<file path="src/core/wcfr_pkg.sv">
// constants for the warning, clip and fault signal router
// Overview of operation
// - Enable bit 5 lets live clock-invalid flag raise the warning.
// - Enable bit 4 lets any thermal shutdown flag raise the warning.
// - Enable bit 3 lets any supply fault flag raise the warning.
// - Enable bit 2 lets any thermal warning flag raise the warning.
// - Enable bit 1 lets the gain foldback warning raise the warning.
// - Enable bit 0 raises warning while any load diagnostic is unfinished.
// - Clip groups stay low unless clip enable bit 6 is set.
// - Threshold bits 5-4 pick 2, 5, 10 or 1 percent distortion.
// - Bit 3 routes channel 3 and 4 clips to group two.
// - Bit 2 routes channel 3 and 4 clips to group one.
// - Bit 1 routes channel 1 and 2 clips to group two.
// - Bit 0 routes channel 1 and 2 clips to group one.
// - Pin code 0000 pulls pin low while fault is active.
// - Pin code 0001 pulls pin low while warning is active.
// - Pin code 0010 drives pin push-pull high with clip group one.
// - Pin code 0011 drives pin push-pull high with clip group two.
// - Fault-on-warning input fault_on_warn_en also raises fault when warning is active.
`default_nettype none
package wcfr_pkg;
	// register index as numbered; the apb byte address is four times it
	localparam logic [11:0] WCFR_IDX_WARN = 12'h020;
	localparam logic [11:0] WCFR_IDX_CLIP = 12'h021;
	localparam logic [11:0] WCFR_IDX_PIN = 12'h022;
	localparam logic [11:0] WCFR_IDX_STAT = 12'h023;
	localparam logic [11:0] WCFR_OFF_WARN = WCFR_IDX_WARN << 2;
	localparam logic [11:0] WCFR_OFF_CLIP = WCFR_IDX_CLIP << 2;
	localparam logic [11:0] WCFR_OFF_PIN = WCFR_IDX_PIN << 2;
	localparam logic [11:0] WCFR_OFF_STAT = WCFR_IDX_STAT << 2;
	localparam logic [7:0] WCFR_RST_REG = 8'h00;
	localparam int WCFR_B_CLOCK = 5;
	localparam int WCFR_B_THERMAL_SHUTDOWN_FLAG = 4;
	localparam int WCFR_B_POWER = 3;
	localparam int WCFR_B_OTW = 2;
	localparam int WCFR_B_TGFB = 1;
	localparam int WCFR_B_LDG = 0;
	localparam int WCFR_B_CLIP_EN = 6;
	localparam int WCFR_B_LVL_HI = 5;
	localparam int WCFR_B_LVL_LO = 4;
	localparam int WCFR_B_REAR_G2 = 3;
	localparam int WCFR_B_REAR_G1 = 2;
	localparam int WCFR_B_FRONT_G2 = 1;
	localparam int WCFR_B_FRONT_G1 = 0;
	localparam logic [3:0] WCFR_PIN_FAULT = 4'h0;
	localparam logic [3:0] WCFR_PIN_WARN = 4'h1;
	localparam logic [3:0] WCFR_PIN_CLIP1 = 4'h2;
	localparam logic [3:0] WCFR_PIN_CLIP2 = 4'h3;
	localparam logic [1:0] WCFR_LVL_2PCT = 2'h0;
	localparam logic [1:0] WCFR_LVL_5PCT = 2'h1;
	localparam logic [1:0] WCFR_LVL_10PCT = 2'h2;
	localparam logic [1:0] WCFR_LVL_1PCT = 2'h3;
endpackage
`default_nettype wire

</file>
<file path="src/core/wcfr_pins_if.sv">
// bundle carrying the decoded pin drive between router modules
`timescale 1ns/1ps
`default_nettype none
interface wcfr_pins_if;
	logic [3:0] pin_select;
	logic fault_sig;
	logic warn_sig;
	logic group_one;
	logic group_two;
	logic pin_out;
	logic pin_oe;
	modport src(output pin_select, fault_sig, warn_sig, group_one,
		group_two, input pin_out, pin_oe);
	modport drv(input pin_select, fault_sig, warn_sig, group_one,
		group_two, output pin_out, pin_oe);
endinterface
`default_nettype wire

</file>
<file path="src/core/wcfr_pin_mux.sv">
// fault pin driver: picks source and drive style from the select code
`timescale 1ns/1ps
`default_nettype none
module wcfr_pin_mux (
	input wire logic clock,
	input wire logic reset_n,
	wcfr_pins_if.drv pins
);
	import wcfr_pkg::*;
	logic out_next;
	logic oe_next;
	logic out_reg;
	logic oe_reg;

	// open drain drives only low, push-pull drives both levels
	always_comb begin
		out_next = 1'b0;
		oe_next = 1'b0;
		if (pins.pin_select == WCFR_PIN_FAULT) begin
			oe_next = pins.fault_sig;
		end else if (pins.pin_select == WCFR_PIN_WARN) begin
			oe_next = pins.warn_sig;
		end else if (pins.pin_select == WCFR_PIN_CLIP1) begin
			oe_next = 1'b1;
			out_next = pins.group_one;
		end else if (pins.pin_select == WCFR_PIN_CLIP2) begin
			oe_next = 1'b1;
			out_next = pins.group_two;
		end else begin
			oe_next = 1'b0;
		end
	end

	// registered so the pin never glitches during source changes
	always_ff @(posedge clock) begin
		if (!reset_n) begin
			out_reg <= 1'b0;
			oe_reg <= 1'b0;
		end else begin
			out_reg <= out_next;
			oe_reg <= oe_next;
		end
	end
	assign pins.pin_out = out_reg;
	assign pins.pin_oe = oe_reg;

	property p_od_fault;
		@(posedge clock) disable iff (!reset_n)
		pins.pin_select == WCFR_PIN_FAULT |=> !pins.pin_out
			&& pins.pin_oe == $past(pins.fault_sig);
	endproperty
	a_od_fault: assert property (p_od_fault)
		else $error("fault open drain drive wrong");
	property p_od_warn;
		@(posedge clock) disable iff (!reset_n)
		pins.pin_select == WCFR_PIN_WARN && pins.warn_sig
			|=> pins.pin_oe && !pins.pin_out;
	endproperty
	a_od_warn: assert property (p_od_warn)
		else $error("warning pin not pulled low");
	property p_pp_one;
		@(posedge clock) disable iff (!reset_n)
		pins.pin_select == WCFR_PIN_CLIP1 |=> pins.pin_oe
			&& pins.pin_out == $past(pins.group_one);
	endproperty
	a_pp_one: assert property (p_pp_one)
		else $error("group one push-pull wrong");
	property p_pp_two;
		@(posedge clock) disable iff (!reset_n)
		pins.pin_select == WCFR_PIN_CLIP2 |=> pins.pin_oe
			&& pins.pin_out == $past(pins.group_two);
	endproperty
	a_pp_two: assert property (p_pp_two)
		else $error("group two push-pull wrong");
	property p_undef;
		@(posedge clock) disable iff (!reset_n)
		pins.pin_select > WCFR_PIN_CLIP2 |=> !pins.pin_oe;
	endproperty
	a_undef: assert property (p_undef)
		else $error("undefined code drives pin");
	c_pp_high: cover property (@(posedge clock) disable iff (!reset_n)
		pins.pin_oe && pins.pin_out);
endmodule
`default_nettype wire

</file>
<file path="src/core/wcfr_router.sv">
// top of the warning, clip and fault signal router with apb registers
//
// The implementer's own choice: the APB interface to the registers.
`timescale 1ns/1ps
`default_nettype none
module wcfr_router (
	input wire logic clock,
	input wire logic reset_n,
	input wire logic psel,
	input wire logic penable,
	input wire logic pwrite,
	input wire logic [11:0] paddr,
	input wire logic [31:0] pwdata,
	output logic [31:0] prdata,
	output logic pready,
	output logic pslverr,
	input wire logic clock_invalid_flag,
	input wire logic [3:0] thermal_shutdown_flag,
	input wire logic thermal_shutdown_global_flag,
	input wire logic [3:0] thermal_warning_flag,
	input wire logic thermal_warning_global_flag,
	input wire logic battery_undervoltage_flag,
	input wire logic battery_overvoltage_flag,
	input wire logic power_stage_undervoltage_flag,
	input wire logic power_stage_overvoltage_flag,
	input wire logic gate_supply_fault_flag,
	input wire logic gain_foldback_warning,
	input wire logic [3:0] load_diag_done_flag,
	input wire logic [3:0] channel_clip_flag,
	input wire logic fault_on_warn_en,
	input wire logic fault_source_in,
	output logic warning_sig,
	output logic fault_sig,
	output logic clip_group_one,
	output logic clip_group_two,
	output logic [1:0] clip_threshold_select,
	output logic clip_detect_enable,
	output logic fault_pin_out,
	output logic fault_pin_oe
);
	import wcfr_pkg::*;
	// flag inputs come from analog monitors in another domain
	localparam int NFLAG = 27;
	logic [NFLAG-1:0] flag_raw;
	logic [NFLAG-1:0] flag_meta_reg;
	logic [NFLAG-1:0] flag_sync_reg;
	logic [7:0] warn_en_reg;
	logic [7:0] clip_cfg_reg;
	logic [7:0] pin_sel_reg;
	logic warn_next;
	logic fault_next;
	logic g1_next;
	logic g2_next;
	logic warning_reg;
	logic fault_reg;
	logic g1_reg;
	logic g2_reg;
	logic clock_bad_s;
	logic [3:0] thermal_shutdown_flag_s;
	logic thermal_shutdown_flag_g_s;
	logic [3:0] otw_s;
	logic otw_g_s;
	logic [4:0] power_s;
	logic tgfb_s;
	logic [3:0] ldg_s;
	logic [3:0] clip_s;
	logic fow_s;
	logic fsrc_s;
	logic access;
	wcfr_pins_if pins();

	// any bit set in a vector
	function automatic logic any4(input logic [3:0] v);
		return |v;
	endfunction

	assign flag_raw = {clock_invalid_flag, thermal_shutdown_flag,
		thermal_shutdown_global_flag, thermal_warning_flag,
		thermal_warning_global_flag, battery_undervoltage_flag,
		battery_overvoltage_flag, power_stage_undervoltage_flag,
		power_stage_overvoltage_flag, gate_supply_fault_flag,
		gain_foldback_warning, load_diag_done_flag, channel_clip_flag,
		fault_on_warn_en, fault_source_in};

	// two-stage synchroniser; only the second stage is read
	always_ff @(posedge clock) begin
		if (!reset_n) begin
			flag_meta_reg <= '0;
			flag_sync_reg <= '0;
		end else begin
			flag_meta_reg <= flag_raw;
			flag_sync_reg <= flag_meta_reg;
		end
	end
	assign {clock_bad_s, thermal_shutdown_flag_s, thermal_shutdown_flag_g_s, otw_s, otw_g_s, power_s, tgfb_s,
		ldg_s, clip_s, fow_s, fsrc_s} = flag_sync_reg;

	// apb answers in the access cycle, no wait states
	assign access = psel && penable;
	assign pready = 1'b1;
	always_comb begin
		pslverr = 1'b0;
		if (access && paddr != WCFR_OFF_WARN && paddr != WCFR_OFF_CLIP
			&& paddr != WCFR_OFF_PIN && paddr != WCFR_OFF_STAT) begin
			pslverr = 1'b1;
		end
	end

	// register writes; reserved bits are kept as written
	always_ff @(posedge clock) begin
		if (!reset_n) begin
			warn_en_reg <= WCFR_RST_REG;
			clip_cfg_reg <= WCFR_RST_REG;
			pin_sel_reg <= WCFR_RST_REG;
		end else if (access && pwrite) begin
			if (paddr == WCFR_OFF_WARN) begin
				warn_en_reg <= pwdata[7:0];
			end else if (paddr == WCFR_OFF_CLIP) begin
				clip_cfg_reg <= pwdata[7:0];
			end else if (paddr == WCFR_OFF_PIN) begin
				pin_sel_reg <= pwdata[7:0];
			end
		end
	end

	// read data registered; unmapped reads return zero
	always_ff @(posedge clock) begin
		if (!reset_n) begin
			prdata <= 32'h00000000;
		end else if (psel && !penable && !pwrite) begin
			if (paddr == WCFR_OFF_WARN) begin
				prdata <= {24'h000000, warn_en_reg};
			end else if (paddr == WCFR_OFF_CLIP) begin
				prdata <= {24'h000000, clip_cfg_reg};
			end else if (paddr == WCFR_OFF_PIN) begin
				prdata <= {24'h000000, pin_sel_reg};
			end else if (paddr == WCFR_OFF_STAT) begin
				prdata <= {28'h0000000, g2_reg, g1_reg, fault_reg,
					warning_reg};
			end else begin
				prdata <= 32'h00000000;
			end
		end
	end

	// warning gathers every enabled live source
	always_comb begin
		warn_next = 1'b0;
		if (warn_en_reg[WCFR_B_CLOCK] && clock_bad_s) begin
			warn_next = 1'b1;
		end
		if (warn_en_reg[WCFR_B_THERMAL_SHUTDOWN_FLAG] && (any4(thermal_shutdown_flag_s) || thermal_shutdown_flag_g_s)) begin
			warn_next = 1'b1;
		end
		if (warn_en_reg[WCFR_B_POWER] && (|power_s)) begin
			warn_next = 1'b1;
		end
		// thermal warning source, live flags taken
		if (warn_en_reg[WCFR_B_OTW] && (any4(otw_s) || otw_g_s)) begin
			warn_next = 1'b1;
		end
		if (warn_en_reg[WCFR_B_TGFB] && tgfb_s) begin
			warn_next = 1'b1;
		end
		if (warn_en_reg[WCFR_B_LDG] && !(&ldg_s)) begin
			warn_next = 1'b1;
		end
	end

	// fault is the outside fault source plus optional warning
	always_comb begin
		fault_next = fsrc_s || (fow_s && warn_next);
	end

	// clip groups; threshold is applied by the analog detector
	always_comb begin
		g1_next = 1'b0;
		g2_next = 1'b0;
		if (clip_cfg_reg[WCFR_B_CLIP_EN]) begin
			if (clip_cfg_reg[WCFR_B_REAR_G2]
				&& any4({clip_s[3:2], 2'h0})) begin
				g2_next = 1'b1;
			end
			if (clip_cfg_reg[WCFR_B_REAR_G1]
				&& any4({clip_s[3:2], 2'h0})) begin
				g1_next = 1'b1;
			end
			if (clip_cfg_reg[WCFR_B_FRONT_G2]
				&& any4({2'h0, clip_s[1:0]})) begin
				g2_next = 1'b1;
			end
			if (clip_cfg_reg[WCFR_B_FRONT_G1]
				&& any4({2'h0, clip_s[1:0]})) begin
				g1_next = 1'b1;
			end
		end
	end

	// registered signal outputs
	always_ff @(posedge clock) begin
		if (!reset_n) begin
			warning_reg <= 1'b0;
			fault_reg <= 1'b0;
			g1_reg <= 1'b0;
			g2_reg <= 1'b0;
		end else begin
			warning_reg <= warn_next;
			fault_reg <= fault_next;
			g1_reg <= g1_next;
			g2_reg <= g2_next;
		end
	end
	assign warning_sig = warning_reg;
	assign fault_sig = fault_reg;
	assign clip_group_one = g1_reg;
	assign clip_group_two = g2_reg;
	assign clip_threshold_select = clip_cfg_reg[WCFR_B_LVL_HI:WCFR_B_LVL_LO];
	assign clip_detect_enable = clip_cfg_reg[WCFR_B_CLIP_EN];

	assign pins.pin_select = pin_sel_reg[3:0];
	assign pins.fault_sig = fault_reg;
	assign pins.warn_sig = warning_reg;
	assign pins.group_one = g1_reg;
	assign pins.group_two = g2_reg;
	wcfr_pin_mux u_pin_mux (
		.clock(clock),
		.reset_n(reset_n),
		.pins(pins)
	);
	assign fault_pin_out = pins.pin_out;
	assign fault_pin_oe = pins.pin_oe;

	property p_clock_src;
		@(posedge clock) disable iff (!reset_n)
		warn_en_reg[WCFR_B_CLOCK] && clock_bad_s |=> warning_reg;
	endproperty
	a_clock_src: assert property (p_clock_src)
		else $error("clock invalid did not warn");
	property p_thermal_shutdown_flag_src;
		@(posedge clock) disable iff (!reset_n)
		warn_en_reg[WCFR_B_THERMAL_SHUTDOWN_FLAG] && (|thermal_shutdown_flag_s || thermal_shutdown_flag_g_s)
			|=> warning_reg;
	endproperty
	a_thermal_shutdown_flag_src: assert property (p_thermal_shutdown_flag_src)
		else $error("shutdown flag did not warn");
	property p_power_src;
		@(posedge clock) disable iff (!reset_n)
		warn_en_reg[WCFR_B_POWER] && (|power_s) |=> warning_reg;
	endproperty
	a_power_src: assert property (p_power_src)
		else $error("supply fault did not warn");
	property p_otw_src;
		@(posedge clock) disable iff (!reset_n)
		warn_en_reg[WCFR_B_OTW] && (|otw_s || otw_g_s)
			|=> warning_reg;
	endproperty
	a_otw_src: assert property (p_otw_src)
		else $error("thermal warning did not warn");
	property p_tgfb_src;
		@(posedge clock) disable iff (!reset_n)
		warn_en_reg[WCFR_B_TGFB] && tgfb_s |=> warning_reg;
	endproperty
	a_tgfb_src: assert property (p_tgfb_src)
		else $error("foldback did not warn");
	property p_ldg_src;
		@(posedge clock) disable iff (!reset_n)
		warn_en_reg[WCFR_B_LDG] && ldg_s != 4'hF |=> warning_reg;
	endproperty
	a_ldg_src: assert property (p_ldg_src)
		else $error("unfinished diagnostics did not warn");
	property p_clip_off;
		@(posedge clock) disable iff (!reset_n)
		!clip_cfg_reg[WCFR_B_CLIP_EN] |=> !g1_reg && !g2_reg;
	endproperty
	a_clip_off: assert property (p_clip_off)
		else $error("clip group active while disabled");
	property p_front_g1;
		@(posedge clock) disable iff (!reset_n)
		clip_cfg_reg[WCFR_B_CLIP_EN] && clip_cfg_reg[WCFR_B_FRONT_G1]
			&& (|clip_s[1:0]) |=> g1_reg;
	endproperty
	a_front_g1: assert property (p_front_g1)
		else $error("front clip missed group one");
	property p_rear_g2;
		@(posedge clock) disable iff (!reset_n)
		clip_cfg_reg[WCFR_B_CLIP_EN] && clip_cfg_reg[WCFR_B_REAR_G2]
			&& (|clip_s[3:2]) |=> g2_reg;
	endproperty
	a_rear_g2: assert property (p_rear_g2)
		else $error("rear clip missed group two");
	property p_rear_g1;
		@(posedge clock) disable iff (!reset_n)
		clip_cfg_reg[WCFR_B_CLIP_EN] && clip_cfg_reg[WCFR_B_REAR_G1]
			&& (|clip_s[3:2]) |=> g1_reg;
	endproperty
	a_rear_g1: assert property (p_rear_g1)
		else $error("rear clip missed group one");
	property p_front_g2;
		@(posedge clock) disable iff (!reset_n)
		clip_cfg_reg[WCFR_B_CLIP_EN] && clip_cfg_reg[WCFR_B_FRONT_G2]
			&& (|clip_s[1:0]) |=> g2_reg;
	endproperty
	a_front_g2: assert property (p_front_g2)
		else $error("front clip missed group two");
	property p_fow;
		@(posedge clock) disable iff (!reset_n)
		fow_s && warn_next |=> fault_reg;
	endproperty
	a_fow: assert property (p_fow)
		else $error("fault on warning missing");
	property p_warn_clear;
		@(posedge clock) disable iff (!reset_n)
		warn_en_reg == 8'h00 |=> !warning_reg;
	endproperty
	a_warn_clear: assert property (p_warn_clear)
		else $error("warning without enabled source");
	c_warn: cover property (@(posedge clock) disable iff (!reset_n)
		warning_reg);
	c_g2: cover property (@(posedge clock) disable iff (!reset_n) g2_reg);
	c_wr: cover property (@(posedge clock) disable iff (!reset_n)
		access && pwrite && paddr == WCFR_OFF_PIN);
endmodule
`default_nettype wire

</file>
<file path="config.mk">
export PLATFORM = sky130hd
export DESIGN_NAME = wcfr_router
export DESIGN_NICKNAME = d
export VERILOG_FILES = /design/src/core/wcfr_pkg.sv /design/src/core/wcfr_pins_if.sv /design/src/core/wcfr_pin_mux.sv /design/src/core/wcfr_router.sv
export SDC_FILE = /design/constraint.sdc
export NUM_CORES = 1
export LEC_CHECK = 0
export BUFFER_PORTS_ARGS = -buffer_cell sky130_fd_sc_hd__buf_4
export CELL_PAD_IN_SITES_DETAIL_PLACEMENT = 0
export CELL_PAD_IN_SITES_GLOBAL_PLACEMENT = 1
export CORE_UTILIZATION = 33
export CTS_CLUSTER_DIAMETER = 50
export DETAILED_ROUTE_END_ITERATION = 6
export PLACE_DENSITY = 0.81
export SLEW_MARGIN = 30
export SYNTH_ARGS = -nofsm -noshare
export SYNTH_HDL_FRONTEND = slang
export SYNTH_SLANG_ARGS = --single-unit
</file>
<file path="constraint.sdc">
create_clock -name clock -period 1.92 [get_ports clock]
set_input_delay 0.096 -clock clock [delete_from_list [all_inputs] [get_ports clock]]
set_output_delay 0.096 -clock clock [all_outputs]
set_load 0.02 [all_outputs]
</file>
==> run_results.csv <==
group,metric,value,unit
sta,timing.final.crit_share,91.7,%
detailed_routing,routed_wl,7070,um
hold_path,hold_start,"pwdata[2]",
sta,rsz0062_at_grt,"no",
synthesis,yosys_warnings,0,
sta,hold_viol,0,
detailed_routing,final_antenna_net_count,0,
synthesis,synthCells,344,
synthesis,syn_area,0.00342,mm^2
hold_path,hp-class,"input port to flop",
detailed_routing,post_drt_wl_per_cell,12.3,um
sta,worst_slack,0.159,ns
layout,nets,515,
clocking,clock-sinks,92,
synthesis,yosysSeqAreaShare,53.9,%
place,pre_cts_ws,-0.0402,ns
place,portBuffers,69,
setup_path,worstPathMaxFanout,6,
sta,period_needed,1.76,ns
synthesis,ys_seq_elements,92,
synthesis,postSynthAreaPerCell,9.94,um^2
floorplan,dieArea,0.0108,mm^2
clocking,cts_buffers,9,
detailed_routing,drtIter0Drc,171,
sta,fin_worst_hold_slack,0.0203,ns
place,place_congestion,0.800,
clocking,clock_latency,0.34,ns
status,outcome,"completed",
grt,grt_pass1_vias,2442,
floorplan,fp.dieH,104,um
sta,max_slew.worst_pin.slew,0.615,ns
detailed_routing,dr.pass1.iters,5,
setup_path,path_class,"input port to output port",
layout,ff_latch_area,0.00184,mm^2
layout,fillers,945,
floorplan,fp.dieW,104,um
detailed_routing,viasPerCell,4.54,
detailed_routing,num_vias,2617,
setup_path,r2r_cells,4,
setup_path,required,1.82,ns
floorplan,pin_count,119,
setup_path,critPathArrivalTime,1.66,ns
power,cellLeakagePower,1.80,nW
sta,setup_viol,0,
setup_path,ff2ff_setup_slack,0.43,ns
sta,max_freq,0.568,GHz
clocking,clk_path_buf_depth,2,
floorplan,core_area,0.00991,mm^2
setup_path,reg2reg_to,"fault_sig",
setup_path,start_kind,"input port",
sta,drv_slew,0,
layout,syn_to_final_growth,30.4,%
clocking,cts_root_buf,"clkbuf_8",
place,hpwl,4960,um
sta,finClkSkew,0.0114,ns
setup_path,setup.worst_path.end_class,"output port",
layout,n_antenna_cell,0,
layout,drive_above_1_share,24.3,%
synthesis,yosys.cell_types.count,37,
hold_path,min_path_cells,3,
grt,antenna_found_initial,0,
power,ir_drop,456,uV
grt,grt_max_degree,37,
clocking,cts_tree,"done",
floorplan,initial_core_util,34.5,%
grt,grt.total_usage,13.5,%
grt,overflow,0,
hold_path,min_to,"warn_en_reg[2]",
detailed_routing,post-route-drc-count,0,
power,p_per_area,774,mW/mm^2
clocking,path_clk_slew,0.08,ns
layout,multi_input_area,0.00138,mm^2
floorplan,rows,36,
grt,grt_pass1_wl,11500,um
flow_run,maxCapViolCount,0,
clocking,cts_max_level,3,
sta,slew_headroom,58.8,%
setup_path,reg2reg_from,"flag_sync_reg[12]",
-- Yosys cell counts --
| master | count | area share, % |
|---|---|---|
| a222oi_1 | 1 | 0.29 |
| nand2_1 | 21 | 2.3 |
| dfxtp_1 | 92 | 54 |
| or4b_2 | 1 | 0.29 |
| buf_1 | 1 | 0.11 |
| mux2_2 | 1 | 0.33 |
| nor3_1 | 1 | 0.15 |
| mux2i_1 | 12 | 3.5 |
| o21ai_0 | 31 | 4.5 |
| nand2b_1 | 2 | 0.37 |
| nand4_1 | 2 | 0.37 |
| nor2_1 | 1 | 0.11 |
| nor4_1 | 2 | 0.37 |
| or4_1 | 4 | 0.88 |
| clkbuf_1 | 17 | 1.9 |
| nor3b_1 | 1 | 0.22 |
| nor2b_1 | 2 | 0.37 |
| a21oi_1 | 24 | 3.5 |
| or2_2 | 1 | 0.18 |
| or3_1 | 3 | 0.55 |
| buf_4 | 27 | 5.9 |
| buf_2 | 1 | 0.15 |
| mux4_2 | 4 | 2.6 |
| nand3_1 | 20 | 2.9 |
| conb_1 | 2 | 0.22 |
| nor4_4 | 1 | 0.62 |
| o32a_2 | 2 | 0.66 |
| a31oi_1 | 2 | 0.37 |
| a211oi_1 | 1 | 0.22 |
| or4b_1 | 1 | 0.29 |
| or4_4 | 1 | 0.33 |
| and2_1 | 55 | 10 |
| and3_1 | 2 | 0.37 |
| nor4b_2 | 1 | 0.44 |
| clkinv_1 | 1 | 0.11 |
| inv_1 | 2 | 0.22 |
| o21ba_2 | 1 | 0.29 |
-- where the power goes --
| part | internal [mW] | total [mW] | switching [mW] | leakage (nW) |
|---|---|---|---|---|
| logic | 0.165 | 0.318 | 0.154 | 0.957 |
| registers | 1.97 | 1.98 | 0.0144 | 0.754 |
| clock network | 0.511 | 1.15 | 0.642 | 0.0937 |
| total | 2.64 | 3.45 | 0.810 | 1.80 |
-- critical path, cell delays in order --
cell	delay, ns
buf_4	0.11
or4_4	0.55
or3_1	0.52
and3_1	0.23
buf_4	0.15
-- worst max-delay path by stage --
stage | from | end | slack [ns] | cells after the start
after global placement | paddr[11] | prdata[5] | -0.01 | 5
after CTS | paddr[11] | pslverr | 0.17 | 5
after global routing | paddr[11] | pslverr | 0.11 | 5
after floorplan | paddr[11] | warn_en_reg[0] | 0.03 | 5
after detailed placement | paddr[11] | prdata[5] | -0.04 | 5
final | paddr[11] | pslverr | 0.16 | 5
-- per-layer routing --
layer | vias to the layer above | share of wire (%) | track usage, %
met5 | - | 0 | 0
met4 | 0 | 1.4 | 4.80
met3 | 7 | 6.8 | 4.22
met2 | 101 | 50 | 23.4
met1 | 1201 | 42 | 15.5
li1 | 1308 | - | -
-- cell families after synthesis --
group	share of synthesized area [%]
and+or+nand+nor	21.2
DFF	53.9
AOI/OAI and AO/OA	9.88
buffers and inverters	8.38
muxes	6.48
other	0.220
-- final cells by class --
cell class | instances | share of cell area [%]
clock buffer | 11 | 3.17
clock inverter | 5 | 0.814
inverter | 3 | 0.253
multi-input combinational | 226 | 30.9
sequential | 92 | 41.3
tap | 133 | 3.73
timing repair buffer | 107 | 19.8
-- repair_timing --
| action | 4_1_cts | 5_1_grt |
|---|---|---|
| buffers inserted | 0 | 0 |
| endpoints found under the hold margin | 27 | 0 |
| gates resized for setup | 0 | 0 |
| hold buffers | 27 | 0 |
| setup endpoints to repair | 0 | 0 |
-- placed cells by master (no fill, tap or decap), drive strengths merged, types with 11 or more instances in the layout --
master	netlist	final
buf	29	80
and2	55	55
a21oi	24	24
clkbuf	17	11
dfxtp	92	92
nand3	20	20
o21ai	31	31
nand2	21	21
conb	2	25
dlygate4sd3	0	27
mux2i	12	12
-- metrics by stage --
stage          total power [mW]  area, um^2  util [%]  setup TNS (ns)  instances
2_1_floorplan              2.21        3510         -               0        367
3_3_place_gp               2.29        4010      40.5         -0.0846        534
3_5_place_dp               2.30        4010      40.5          -0.408        534
4_1_cts                    3.48        4460      45.0               0        577
5_1_grt                    3.60        4460      45.0               0        577
6_report                   3.45        4460      45.0               0        577
No activity file was read; power rests on OpenSTA's default activity.
